--- src/pca_regs.svh ---
// Register offsets, field positions, reset values and counts for the
// pulse chop accumulator.
// Assumes inclusion by bare name from any file that needs the map.
`ifndef PCA_REGS_SVH
`define PCA_REGS_SVH

// Register offsets on the register port
`define PCA_ADDR_SAMPLE_FREQ   8'h12
`define PCA_ADDR_AVG_COUNT     8'h15
`define PCA_ADDR_A_CHOP        8'h17
`define PCA_ADDR_A_OFS_FIRST   8'h18
`define PCA_ADDR_A_OFS_LAST    8'h1B
`define PCA_ADDR_B_CHOP        8'h1D
`define PCA_ADDR_B_OFS_FIRST   8'h1E
`define PCA_ADDR_B_OFS_LAST    8'h21
`define PCA_ADDR_A_TIMING      8'h31
`define PCA_ADDR_B_TIMING      8'h36
`define PCA_ADDR_BIAS          8'h54
`define PCA_ADDR_MATH          8'h58

// Field positions
`define PCA_PULSE_CNT_MSB      15
`define PCA_PULSE_CNT_LSB      8
`define PCA_AVG_A_MSB          6
`define PCA_AVG_A_LSB          4
`define PCA_AVG_B_MSB          10
`define PCA_AVG_B_LSB          8
`define PCA_CHOP_MSB           3
`define PCA_CHOP_LSB           0
`define PCA_BIAS_EN_BIT        7
`define PCA_BIAS_B_MSB         11
`define PCA_BIAS_B_LSB         10
`define PCA_BIAS_A_MSB         9
`define PCA_BIAS_A_LSB         8
`define PCA_PAIR2_B_MSB        11
`define PCA_PAIR2_B_LSB        10
`define PCA_PAIR2_A_MSB        9
`define PCA_PAIR2_A_LSB        8
`define PCA_PAIR1_B_MSB        6
`define PCA_PAIR1_B_LSB        5
`define PCA_PAIR1_A_MSB        2
`define PCA_PAIR1_A_LSB        1

// Reset value of every register
`define PCA_REG_RESET          16'h0000

// Output FIFO depth in words
`define PCA_FIFO_DEPTH         16

`endif

--- src/pca_pkg.sv ---
// Types shared by the pulse chop accumulator files.
// Assumes compilation before any module that imports it.
package pca_pkg;

    typedef logic [15:0]        pca_word_t;
    typedef logic [13:0]        pca_adc_t;
    typedef logic signed [31:0] pca_acc_t;
    typedef logic [7:0]         pca_addr_t;

    // Time slot carried with each pulse and each output word
    typedef enum logic { PCA_SLOT_A, PCA_SLOT_B } pca_slot_e;

endpackage

--- src/pca_chop_accum.sv ---
// Pulse combining and sample averaging for two time slots.
// Assumes the ADC delivers one result per cycle at most, tagged with
// its slot, and that software writes registers on the same clock.
`timescale 1ns/100ps
`default_nettype none

`include "pca_regs.svh"

module pca_chop_accum
    import pca_pkg::*;
(
    input  wire logic      mclk_in,
    input  wire logic      resetn_in,
    input  wire logic      reg_wr_en_in,
    input  wire logic      reg_rd_en_in,
    input  wire pca_addr_t reg_addr_in,
    input  wire pca_word_t reg_wdata_in,
    output pca_word_t      reg_rdata_out,
    input  wire logic      pulse_valid_in,
    output logic           pulse_ready_out,
    input  wire pca_slot_e pulse_slot_in,
    input  wire pca_adc_t  pulse_data_in,
    output logic           slot_a_integ_invert_out,
    output logic           slot_b_integ_invert_out,
    output logic           bias_enable_out,
    output logic [1:0]     slot_a_bias_out,
    output logic [1:0]     slot_b_bias_out,
    output logic           out_valid_out,
    input  wire logic      out_ready_in,
    output pca_slot_e      out_slot_out,
    output pca_acc_t       out_data_out
);

    pca_word_t   samp_freq_reg, samp_freq_next;
    pca_word_t   avg_count_reg, avg_count_next;
    pca_word_t   a_chop_reg, a_chop_next;
    pca_word_t   a_ofs_first_reg, a_ofs_first_next;
    pca_word_t   a_ofs_last_reg, a_ofs_last_next;
    pca_word_t   b_chop_reg, b_chop_next;
    pca_word_t   b_ofs_first_reg, b_ofs_first_next;
    pca_word_t   b_ofs_last_reg, b_ofs_last_next;
    pca_word_t   a_timing_reg, a_timing_next;
    pca_word_t   b_timing_reg, b_timing_next;
    pca_word_t   bias_reg, bias_next;
    pca_word_t   math_reg, math_next;
    pca_word_t   rdata_reg, rdata_next;

    logic [7:0]  pidx_reg [2];
    logic [7:0]  pidx_next [2];
    logic [7:0]  scnt_reg [2];
    logic [7:0]  scnt_next [2];
    pca_acc_t    acc_reg [2];
    pca_acc_t    acc_next [2];
    pca_acc_t    sum_reg [2];
    pca_acc_t    sum_next [2];

    logic [7:0]  pc_eff [2];
    logic [7:0]  navg [2];
    logic [3:0]  pattern [2];
    logic [1:0]  pair1 [2];
    logic [1:0]  pair2 [2];
    logic        subtract [2];
    logic        pulse_last [2];
    logic        samp_last [2];
    logic        hit;
    logic        fifo_ready;
    logic        push_valid;
    pca_slot_e   push_slot;
    pca_acc_t    push_data;
    pca_acc_t    term;
    pca_acc_t    acc_sum;
    logic [32:0] fifo_out;

    // Register writes and registered read data; unmapped reads give zero
    always_comb
    begin
        samp_freq_next   = samp_freq_reg;
        avg_count_next   = avg_count_reg;
        a_chop_next      = a_chop_reg;
        a_ofs_first_next = a_ofs_first_reg;
        a_ofs_last_next  = a_ofs_last_reg;
        b_chop_next      = b_chop_reg;
        b_ofs_first_next = b_ofs_first_reg;
        b_ofs_last_next  = b_ofs_last_reg;
        a_timing_next    = a_timing_reg;
        b_timing_next    = b_timing_reg;
        bias_next        = bias_reg;
        math_next        = math_reg;
        rdata_next       = rdata_reg;
        if (reg_wr_en_in)
        begin
            if (reg_addr_in == `PCA_ADDR_SAMPLE_FREQ)
                samp_freq_next = reg_wdata_in;
            else if (reg_addr_in == `PCA_ADDR_AVG_COUNT)
                avg_count_next = reg_wdata_in;
            else if (reg_addr_in == `PCA_ADDR_A_CHOP)
                a_chop_next = reg_wdata_in;
            else if (reg_addr_in == `PCA_ADDR_A_OFS_FIRST)
                a_ofs_first_next = reg_wdata_in;
            else if (reg_addr_in == `PCA_ADDR_A_OFS_LAST)
                a_ofs_last_next = reg_wdata_in;
            else if (reg_addr_in == `PCA_ADDR_B_CHOP)
                b_chop_next = reg_wdata_in;
            else if (reg_addr_in == `PCA_ADDR_B_OFS_FIRST)
                b_ofs_first_next = reg_wdata_in;
            else if (reg_addr_in == `PCA_ADDR_B_OFS_LAST)
                b_ofs_last_next = reg_wdata_in;
            else if (reg_addr_in == `PCA_ADDR_A_TIMING)
                a_timing_next = reg_wdata_in;
            else if (reg_addr_in == `PCA_ADDR_B_TIMING)
                b_timing_next = reg_wdata_in;
            else if (reg_addr_in == `PCA_ADDR_BIAS)
                bias_next = reg_wdata_in;
            else if (reg_addr_in == `PCA_ADDR_MATH)
                math_next = reg_wdata_in;
        end
        if (reg_rd_en_in)
        begin
            if (reg_addr_in == `PCA_ADDR_SAMPLE_FREQ)
                rdata_next = samp_freq_reg;
            else if (reg_addr_in == `PCA_ADDR_AVG_COUNT)
                rdata_next = avg_count_reg;
            else if (reg_addr_in == `PCA_ADDR_A_CHOP)
                rdata_next = a_chop_reg;
            else if (reg_addr_in == `PCA_ADDR_A_OFS_FIRST)
                rdata_next = a_ofs_first_reg;
            else if (reg_addr_in == `PCA_ADDR_A_OFS_LAST)
                rdata_next = a_ofs_last_reg;
            else if (reg_addr_in == `PCA_ADDR_B_CHOP)
                rdata_next = b_chop_reg;
            else if (reg_addr_in == `PCA_ADDR_B_OFS_FIRST)
                rdata_next = b_ofs_first_reg;
            else if (reg_addr_in == `PCA_ADDR_B_OFS_LAST)
                rdata_next = b_ofs_last_reg;
            else if (reg_addr_in == `PCA_ADDR_A_TIMING)
                rdata_next = a_timing_reg;
            else if (reg_addr_in == `PCA_ADDR_B_TIMING)
                rdata_next = b_timing_reg;
            else if (reg_addr_in == `PCA_ADDR_BIAS)
                rdata_next = bias_reg;
            else if (reg_addr_in == `PCA_ADDR_MATH)
                rdata_next = math_reg;
            else
                rdata_next = 16'h0000;
        end
    end

    always_ff @(posedge mclk_in)
    begin
        if (!resetn_in)
        begin
            samp_freq_reg   <= `PCA_REG_RESET;
            avg_count_reg   <= `PCA_REG_RESET;
            a_chop_reg      <= `PCA_REG_RESET;
            a_ofs_first_reg <= `PCA_REG_RESET;
            a_ofs_last_reg  <= `PCA_REG_RESET;
            b_chop_reg      <= `PCA_REG_RESET;
            b_ofs_first_reg <= `PCA_REG_RESET;
            b_ofs_last_reg  <= `PCA_REG_RESET;
            a_timing_reg    <= `PCA_REG_RESET;
            b_timing_reg    <= `PCA_REG_RESET;
            bias_reg        <= `PCA_REG_RESET;
            math_reg        <= `PCA_REG_RESET;
            rdata_reg       <= `PCA_REG_RESET;
        end
        else
        begin
            samp_freq_reg   <= samp_freq_next;
            avg_count_reg   <= avg_count_next;
            a_chop_reg      <= a_chop_next;
            a_ofs_first_reg <= a_ofs_first_next;
            a_ofs_last_reg  <= a_ofs_last_next;
            b_chop_reg      <= b_chop_next;
            b_ofs_first_reg <= b_ofs_first_next;
            b_ofs_last_reg  <= b_ofs_last_next;
            a_timing_reg    <= a_timing_next;
            b_timing_reg    <= b_timing_next;
            bias_reg        <= bias_next;
            math_reg        <= math_next;
            rdata_reg       <= rdata_next;
        end
    end

    assign reg_rdata_out = rdata_reg;

    // Bias settings go to the analog side as plain levels
    assign bias_enable_out = bias_reg[`PCA_BIAS_EN_BIT];
    assign slot_a_bias_out = bias_reg[`PCA_BIAS_A_MSB:`PCA_BIAS_A_LSB];
    assign slot_b_bias_out = bias_reg[`PCA_BIAS_B_MSB:`PCA_BIAS_B_LSB];

    // Field extraction; a pulse count of zero is run as one pulse
    assign pc_eff[0]  = (a_timing_reg[`PCA_PULSE_CNT_MSB:`PCA_PULSE_CNT_LSB]
                         == 8'h00) ? 8'h01
                        : a_timing_reg[`PCA_PULSE_CNT_MSB:`PCA_PULSE_CNT_LSB];
    assign pc_eff[1]  = (b_timing_reg[`PCA_PULSE_CNT_MSB:`PCA_PULSE_CNT_LSB]
                         == 8'h00) ? 8'h01
                        : b_timing_reg[`PCA_PULSE_CNT_MSB:`PCA_PULSE_CNT_LSB];
    assign navg[0]    = 8'h01 << avg_count_reg[`PCA_AVG_A_MSB:`PCA_AVG_A_LSB];
    assign navg[1]    = 8'h01 << avg_count_reg[`PCA_AVG_B_MSB:`PCA_AVG_B_LSB];
    assign pattern[0] = a_chop_reg[`PCA_CHOP_MSB:`PCA_CHOP_LSB];
    assign pattern[1] = b_chop_reg[`PCA_CHOP_MSB:`PCA_CHOP_LSB];
    assign pair1[0]   = math_reg[`PCA_PAIR1_A_MSB:`PCA_PAIR1_A_LSB];
    assign pair1[1]   = math_reg[`PCA_PAIR1_B_MSB:`PCA_PAIR1_B_LSB];
    assign pair2[0]   = math_reg[`PCA_PAIR2_A_MSB:`PCA_PAIR2_A_LSB];
    assign pair2[1]   = math_reg[`PCA_PAIR2_B_MSB:`PCA_PAIR2_B_LSB];

    // Polarity the AFE must use for each slot's coming pulse
    assign slot_a_integ_invert_out = pattern[0][pidx_reg[0][1:0]];
    assign slot_b_integ_invert_out = pattern[1][pidx_reg[1][1:0]];

    // Pulses stall while the FIFO is full, so a finished sample never drops
    assign pulse_ready_out = fifo_ready;
    assign hit             = pulse_valid_in && fifo_ready;
    assign term            = pca_acc_t'({18'h00000, pulse_data_in});

    // Per-pulse sign, pulse and sample counting, accumulation, averaging
    always_comb
    begin
        push_valid = 1'b0;
        push_slot  = PCA_SLOT_A;
        push_data  = '0;
        acc_sum    = '0;
        for (int s = 0; s < 2; s++)
        begin
            // Odd pulse of a pair reads the high bit, even the low bit
            subtract[s]   = pidx_reg[s][1] ?
                            pair2[s][~pidx_reg[s][0]] :
                            pair1[s][~pidx_reg[s][0]];
            pulse_last[s] = ({1'b0, pidx_reg[s]} + 9'h001)
                            == {1'b0, pc_eff[s]};
            samp_last[s]  = ({1'b0, scnt_reg[s]} + 9'h001)
                            == {1'b0, navg[s]};
            pidx_next[s]  = pidx_reg[s];
            scnt_next[s]  = scnt_reg[s];
            acc_next[s]   = acc_reg[s];
            sum_next[s]   = sum_reg[s];
            if (hit && (pulse_slot_in == pca_slot_e'(s)))
            begin
                // Signed arithmetic keeps a running difference from wrapping
                acc_sum = subtract[s] ? acc_reg[s] - term
                                      : acc_reg[s] + term;
                if (pulse_last[s])
                begin
                    pidx_next[s] = 8'h00;
                    acc_next[s]  = '0;
                    if (samp_last[s])
                    begin
                        // Output once per navg internal samples
                        push_valid   = 1'b1;
                        push_slot    = pca_slot_e'(s);
                        push_data    = sum_reg[s] + acc_sum;
                        sum_next[s]  = '0;
                        scnt_next[s] = 8'h00;
                    end
                    else
                    begin
                        sum_next[s]  = sum_reg[s] + acc_sum;
                        scnt_next[s] = scnt_reg[s] + 8'h01;
                    end
                end
                else
                begin
                    pidx_next[s] = pidx_reg[s] + 8'h01;
                    acc_next[s]  = acc_sum;
                end
            end
        end
    end

    always_ff @(posedge mclk_in)
    begin
        for (int s = 0; s < 2; s++)
        begin
            if (!resetn_in)
            begin
                pidx_reg[s] <= 8'h00;
                scnt_reg[s] <= 8'h00;
                acc_reg[s]  <= '0;
                sum_reg[s]  <= '0;
            end
            else
            begin
                pidx_reg[s] <= pidx_next[s];
                scnt_reg[s] <= scnt_next[s];
                acc_reg[s]  <= acc_next[s];
                sum_reg[s]  <= sum_next[s];
            end
        end
    end

    // Finished samples queue here until the reader takes them
    pca_fifo #(
        .WIDTH (33),
        .DEPTH (`PCA_FIFO_DEPTH)
    ) u_fifo (
        .mclk_in       (mclk_in),
        .resetn_in     (resetn_in),
        .in_valid_in   (push_valid),
        .in_ready_out  (fifo_ready),
        .in_data_in    ({push_slot, push_data}),
        .out_valid_out (out_valid_out),
        .out_ready_in  (out_ready_in),
        .out_data_out  (fifo_out)
    );

    assign out_slot_out = pca_slot_e'(fifo_out[32]);
    assign out_data_out = fifo_out[31:0];

    // Helper: slot A pulses taken since its last output word or non-bias register write
    logic [15:0] a_eff_cnt;
    always_ff @(posedge mclk_in)
    begin
        if (!resetn_in || (reg_wr_en_in && reg_addr_in != `PCA_ADDR_BIAS))
            a_eff_cnt <= 16'h0000;
        else if (push_valid && push_slot == PCA_SLOT_A)
            a_eff_cnt <= 16'h0000;
        else if (hit && pulse_slot_in == PCA_SLOT_A)
            a_eff_cnt <= a_eff_cnt + 16'h0001;
    end
endmodule

`default_nettype wire

--- src/pca_fifo.sv ---
// Output FIFO holding finished samples with their slot tag.
// Assumes one clock and a synchronous active-low reset.
`timescale 1ns/100ps
`default_nettype none

module pca_fifo
#(
    parameter int WIDTH = 33,
    parameter int DEPTH = 16
)
(
    input  wire logic             mclk_in,
    input  wire logic             resetn_in,
    input  wire logic             in_valid_in,
    output logic                  in_ready_out,
    input  wire logic [WIDTH-1:0] in_data_in,
    output logic                  out_valid_out,
    input  wire logic             out_ready_in,
    output logic      [WIDTH-1:0] out_data_out
);

    localparam int AW = $clog2(DEPTH);

    logic [WIDTH-1:0] mem_reg [DEPTH];
    logic [AW-1:0]    wptr_reg;
    logic [AW-1:0]    wptr_next;
    logic [AW-1:0]    rptr_reg;
    logic [AW-1:0]    rptr_next;
    logic [AW:0]      count_reg;
    logic [AW:0]      count_next;
    logic             push;
    logic             pop;

    // Honest full and empty come straight from the fill count
    assign in_ready_out  = (count_reg != DEPTH[AW:0]);
    assign out_valid_out = (count_reg != '0);
    assign out_data_out  = mem_reg[rptr_reg];
    assign push          = in_valid_in && in_ready_out;
    assign pop           = out_valid_out && out_ready_in;

    // Pointer and count update
    always_comb
    begin
        wptr_next  = push ? wptr_reg + 1'b1 : wptr_reg;
        rptr_next  = pop ? rptr_reg + 1'b1 : rptr_reg;
        count_next = count_reg;
        if (push && !pop)
        begin
            count_next = count_reg + 1'b1;
        end
        else if (pop && !push)
        begin
            count_next = count_reg - 1'b1;
        end
    end

    always_ff @(posedge mclk_in)
    begin
        if (!resetn_in)
        begin
            wptr_reg  <= '0;
            rptr_reg  <= '0;
            count_reg <= '0;
        end
        else
        begin
            wptr_reg  <= wptr_next;
            rptr_reg  <= rptr_next;
            count_reg <= count_next;
        end
    end

    // Storage needs no reset; only words below the count are read
    always_ff @(posedge mclk_in)
    begin
        if (push)
        begin
            mem_reg[wptr_reg] <= in_data_in;
        end
    end

endmodule

`default_nettype wire

--- config.mk ---
export PLATFORM = sky130hd
export DESIGN_NAME = pca_chop_accum
export DESIGN_NICKNAME = d
export VERILOG_FILES = /design/src/pca_pkg.sv /design/src/pca_chop_accum.sv /design/src/pca_fifo.sv
export VERILOG_INCLUDE_DIRS = /design/src
export SDC_FILE = /design/constraint.sdc
export NUM_CORES = 2
export LEC_CHECK = 0
export BUFFER_PORTS_ARGS = -buffer_cell sky130_fd_sc_hd__buf_4
export CORE_MARGIN = 5
export CORE_UTILIZATION = 46
export CTS_BUF_LIST = sky130_fd_sc_hd__clkbuf_8
export CTS_CLUSTER_DIAMETER = 80
export DETAILED_ROUTE_END_ITERATION = 8
export PLACE_DENSITY = 0.61
export SYNTH_ARGS = -nofsm -noshare
export SYNTH_HDL_FRONTEND = slang
export SYNTH_HIERARCHICAL = 1
export SYNTH_SLANG_ARGS = --single-unit
--- constraint.sdc ---
create_clock -name mclk_in -period 10.22 [get_ports mclk_in]
set_input_delay 2.044 -clock mclk_in [delete_from_list [all_inputs] [get_ports mclk_in]]
set_output_delay 2.044 -clock mclk_in [all_outputs]
set_load 0.05 [all_outputs]
# Word level (Yosys, flattened, before mapping)
# Memories as Yosys holds them, arrays and structs flattened. A register that Yosys moved wholly into a read port is not among the register bits.
# Index checks and enable logic that the tools add are counted.
[totals] mem_bits_rw=688 memories=5 wordCells=190 inputBits=45 ff_bits=221 output_inout_bits=58
[memory_table] name="u_fifo.mem_reg" depth=16 width=33 rd=1 rd_ports_with_merged_regs=1 write_ports=1 line="pca_fifo.sv:24" text="logic [WIDTH-1:0] mem_reg [DEPTH];"
[memory_table] name="acc_reg" depth=2 width=32 rd=2 rd_ports_with_merged_regs=0 write_ports=2 line="pca_chop_accum.sv:52" text="pca_acc_t acc_reg [2];"
[memory_table] name="sum_reg" depth=2 width=32 rd=2 rd_ports_with_merged_regs=0 write_ports=2 line="pca_chop_accum.sv:54" text="pca_acc_t sum_reg [2];"
[memory_table] name="pidx_reg" depth=2 width=8 rd=2 rd_ports_with_merged_regs=0 write_ports=2 line="pca_chop_accum.sv:48" text="logic [7:0] pidx_reg [2];"
[memory_table] name="scnt_reg" depth=2 width=8 rd=2 rd_ports_with_merged_regs=0 write_ports=2 line="pca_chop_accum.sv:50" text="logic [7:0] scnt_reg [2];"
[op_classes] bitwise=22 eq_ne=17 n_addsub=18 n_shift=2 magnitude_cmp=4 reduce_logical=25 muxes=81
[op_table] operator="$mux 32" count=22
[op_table] operator="$mux 16" count=12
[op_table] operator="$mux 8" count=16
[op_table] operator="$add 32x15->32" count=2
[op_table] operator="$add 32x32->32" count=2
[op_table] operator="$sub 32x15->32" count=2
[op_table] operator="$eq 8x5->1 const B" count=7
[op_table] operator="$add 8x1->9 const B" count=4
[op_table] operator="$eq 9x8->1" count=4
[op_table] operator="$add 8x1->8 const B" count=4
[op_table] operator="$mux 1" count=25
[op_table] operator="$eq 8x6->1 const B" count=3
[op_table] operator="$eq 8x7->1 const B" count=2
[op_table] operator="$logic_not 8->1" count=2
[op_table] operator="$shl 1x3->8 const A" count=2
[op_table] operator="$not 1->1" count=14
[op_table] operator="$reduce_and 13->1" count=1
[op_table] operator="$reduce_and 12->1" count=1
[op_table] operator="$reduce_and 11->1" count=1
[op_table] operator="$mux 5" count=2
[op_table] operator="$reduce_and 10->1" count=1
[op_table] operator="$reduce_and 9->1" count=1
[op_table] operator="$add 4x1->4 const B" count=2
[op_table] operator="$mux 4" count=2
[op_table] operator="other kinds (18)" count=35

# Depth between registers and ports, before layout
# An unclocked memory read counts as a cell.
[depth] depth_word=14 depth_mapped=29 ltp_nobuf=28

# Hierarchy
# The synthesis kept the hierarchy.
[by_module_without_submodules] mod="pca_chop_accum" cells_per_inst=2896 area_per_inst_um2=23481.3 n_inst=1 seq_area_each_um2=7367.1
[by_module_without_submodules] mod="pca_fifo" cells_per_inst=917 area_per_inst_um2=20717.4 n_inst=1 seq_area_each_um2=16195.5

# Worst setup path after synthesis
# OpenSTA, ideal clock, no wires.
[synth_timing] path_type="in2reg" start="input port pulse_data_in[4]" end="memory u_fifo.mem_reg[0][30] (data pin)" setup_ps=385 arrival_time_ps=7296 required_time_ps=9835 path_stages=26 slack_ps=2539 n_path_buf=0 cell_sequence="nor4_4 -> and3_2 -> nor3b_1 -> nor3b_1 -> nor2_1 -> xnor2_1 -> ha_1 -> a21oi_1 -> o221ai_1 -> a21o_1 -> a31oi_1 -> a21oi_1 -> o21a_1 -> nor2_1 -> xnor2_1 -> ha_1 -> a21o_1 -> a21o_1 -> a211o_1 -> a21oi_1 -> o31ai_1 -> o41ai_1 -> o21ai_0 -> xor2_1 -> nand2_1 -> o21ai_0"
[synth_via] elab_chain_cells=9 elab_cells_between_ends=14 cone_classes="add/sub (6); mux (8)"
[synth_rtl] element="start, declared" line="pca_chop_accum.sv:22" text="input wire pca_adc_t pulse_data_in,"
[synth_rtl] element="$add 32x15->32 or $sub 32x15->32 (tied branches)" line="pca_chop_accum.sv:241, pca_chop_accum.sv:240"
[synth_rtl] element="$mux 32" line="pca_chop_accum.sv:240" text="acc_sum = subtract[s] ? acc_reg[s] - term"
[synth_rtl] element="$add 32x32->32" line="pca_chop_accum.sv:251" text="push_data = sum_reg[s] + acc_sum;"
[synth_rtl] element="$mux 32" line="pca_chop_accum.sv:246" text="if (samp_last[s])"
[synth_rtl] element="$mux 32" line="pca_chop_accum.sv:242" text="if (pulse_last[s])"
[synth_rtl] element="$mux 32" line="pca_chop_accum.sv:237" text="if (hit && (pulse_slot_in == pca_slot_e'(s)))"
[synth_rtl] element="$mux 32" line="pca_chop_accum.sv:246"
[synth_rtl] element="$mux 32" line="pca_chop_accum.sv:242"
[synth_rtl] element="$mux 32 *" line="pca_chop_accum.sv:237"
[synth_rtl] element="net push_data[30]" line="pca_chop_accum.sv:69" text="pca_acc_t push_data;"
[synth_rtl] element="end, declared" line="pca_fifo.sv:24"
# The timed path passes the listed nets; every way through them passes the cells marked *.

# Worst setup path after layout
[layout_timing] start="input port pulse_data_in[4]" end="memory u_fifo.mem_reg[12][30] (data pin)"
# The elaborated chain is that of the path after synthesis.

==> impl_metrics.ini <==
[cts]
clock_latency_ns = 0.84
post_cts_buffers = 0
cts_root_buf = clkbuf_8
hold_buffers = 0
cts_buffer_depth = 3
post_cts_resized = 0
clkTransAtPathRegs_ns = 0.06
cts_buffers = 154
cts_htree_levels = 4
cts_tree = yes
cts.sink_count = 913

[die]
io_pins = 103
initial_core_util = 0.465
die_width_um = 320
die_height_um = 320
rows = 113
die-area_um2 = 102000
coreArea_um2 = 95200

[placed_design]
post-dp-hpwl_mm = 74.5
gp_congestion = 0.880
dpl_worst_slack_ns = 1.06
place.port_buffers = 102

[setup_path]
worst_setup_path_end_kind = flip-flop
cp.arrival_ns = 8.84
cpPeakStageDelay_ns = 0.52
critPathSlowestCell = a311oi_2
worst-path-max-fanout = 16
cp.required_ns = 10.71
path_class = in2reg
startpoint_type = input port

[sta]
fin_crit_ns = 8.35
relSlewSlack = 0.247
timing.clock.skew_ns = 0.0417
finalSetupViolCount = 0
worstMarginPinSlew_ns = 1.13
setup_ws_ns = 1.87
slew_violations = 0
hold_viol_final = 0
fin_crit_sh = 0.817
max_freq_ghz = 0.120
rsz0062_at_grt = no
setup_tns_ns = 0

[power_and_ir_drop]
p_leak_nw = 17.8
power_density_nw_per_um2 = 180
vdd_drop_max_mv = 0.110

[synthesis]
syn-num-nets = 4002
synth_warnings = 6
synthSimpleGateAreaFrac = 0.131
synth.area.mux_share = 0.0844
synth_compound_area_frac = 0.146
synth_seq_cells = 913
avgSynthCellArea_um2 = 11.6
synthXorXnorAreaFrac = 0.0352
synth_edf_count = 528
ys_seq_area_frac = 0.533
async_reset_ff_frac = 0
synth-adder-area-share = 0.0416
yosysUniqueCellTypes = 106
synth_top_family_by_area = compound AO/OA/AOI/OAI gates
syn_inst = 3813
synth_area_um2 = 44200
synthFlopType = edfxtp_1

[finish]
area_growth_pct = 10.9
largest_reg_flops = 528
drive_above_1_share = 0.149
final_nets = 4094

[global_routing]
gr-total-overflow = 0
antenna_found_initial = 2
first_global_vias = 30100
grt_max_degree = 148
grt_pass1_wl_mm = 183
grt_use_total = 0.231

[routing]
post_drt_wl_per_cell_um = 22.8
viasPerCell = 5.79
route.detailed.drc = 0
ant_nets = 0
drt_iter0_drc = 2889
wl_mm = 120
firstDrtPassIters = 7
num_vias = 30700

[run_status]
status = finished, final reports clean

[run]
drv_cap = 0

[min_path]
min_path_type = reg2reg
==> power breakdown <==
group | internal [mW] | switching, mW
combinational | 0.641 | 1.03
clock | 1.55 | 1.53
sequential | 4.00 | 0.0830
total | 6.19 | 2.64
==> final timing paths <==
path / startpoint / endpoint / slack (ns) / cells past startpoint
hold / removal: a_ofs_last_reg[15] / a_ofs_last_reg[15] / 0.46 / 2
setup / recovery: pulse_data_in[4] / u_fifo/mem_reg[12][30] / 1.87 / 25
setup reg to reg: pidx_reg[0][1] / u_fifo/mem_reg[12][30] / 3.04 / 24
hold reg to reg: a_ofs_last_reg[15] / a_ofs_last_reg[15] / 0.46 / 2
==> critical path: cells and delay by family <==
| family | cells | cell delay (ns) |
|---|---|---|
| AO/OA/AOI/OAI | 12 | 3.26 |
| AND/OR/NAND/NOR | 7 | 2.20 |
| adder cells (fa/ha/maj) | 2 | 0.66 |
| XOR/XNOR | 2 | 0.38 |
| buffers and inverters | 2 | 0.26 |
==> cells in the mapped netlist, types with 10 or more instances <==
cell,count,share of area
a211oi_1,19,0.0032
a21boi_0,185,0.031
a21o_1,39,0.0066
a21oi_1,136,0.015
a221oi_1,21,0.0042
a222oi_1,23,0.0052
a22o_1,34,0.0067
a22oi_1,153,0.026
a31oi_1,24,0.0034
a32o_1,10,0.0023
and2_1,40,0.0057
and3_1,20,0.0028
buf_2,41,0.0046
buf_6,13,0.0033
clkbuf_1,158,0.013
dfxtp_1,385,0.17
edfxtp_1,528,0.36
ha_1,139,0.039
inv_1,63,0.0054
mux2i_1,60,0.014
mux4_2,136,0.069
nand2_1,515,0.044
nand2b_1,36,0.0051
nand3_1,90,0.010
nand4_1,17,0.0024
nor2_1,135,0.011
nor2b_1,170,0.024
nor3_1,45,0.0051
nor3b_1,13,0.0022
nor4_1,13,0.0018
o211ai_1,10,0.0017
o21a_1,25,0.0042
o21ai_0,139,0.016
o21bai_1,13,0.0022
xnor2_1,123,0.024
xor2_1,51,0.010
==> cells by family after synthesis <==
logic type	count (synthesis)
DFF	913
and+or+nand+nor	1170
buffers and inverters	291
muxes	202
xor gates and xnor gates	176
AOI/OAI and AO/OA	917
adders and majority gates	144
==> cells in the final DEF (no fill, tap or decap), drive strengths merged, types with 10 or more instances in the layout <==
master  synthesis  layout
and2           42      42
xnor2         125     125
a21boi        193     193
nand3          92      92
edfxtp        528     528
mux4          136     136
nor3b          13      13
a222oi         23      23
clkinv          0      47
ha            139     139
nor4           18      18
a21o           45      45
a22oi         153     153
nor2          139     139
inv            64     118
o21bai         13      13
o21a           25      25
nor3           51      51
and3           23      23
o31ai          10      10
nand2b         37      37
nand4          17      17
dfxtp         385     385
a211oi         21      21
o211ai         10      10
nor2b         170     170
mux2i          60      60
o21ai         144     144
a221oi         22      22
clkbuf        158     167
a31oi          24      24
nand2         518     518
xor2           51      51
a22o           34      34
a32o           10      10
buf            69     163
a21oi         137     137
==> metal layers <==
metal	share of wire	GRT usage	vias to the layer above
met5	0	0	-
met4	0.020	0.0648	0
met3	0.055	0.0330	161
met2	0.49	0.386	933
met1	0.44	0.317	15100
li1	-	-	14400
==> layout make-up <==
class	count	area, um^2
sequential	913	23600
inverter	64	245
multi-input combinational	2609	19500
timing repair buffer	163	1230
antenna	2	5.00
clock buffer	167	2300
fill	8431	46200
clock inverter	107	573
tap	1265	1580
==> per-stage QoR <==
step,std cells,total power [mW],util,hold WS (ns),instance area [um^2]
finish,5290,8.83,0.515,0.458,49000
global route,5290,9.22,0.515,0.469,49000
CTS,5288,8.94,0.515,0.459,49000
detailed placement,5014,5.86,0.485,0.452,46100
global placement,5014,5.85,0.485,0.444,46100
floorplan,3813,5.40,-,0.435,44200
Note: power is estimated with default switching activity, not from simulation.
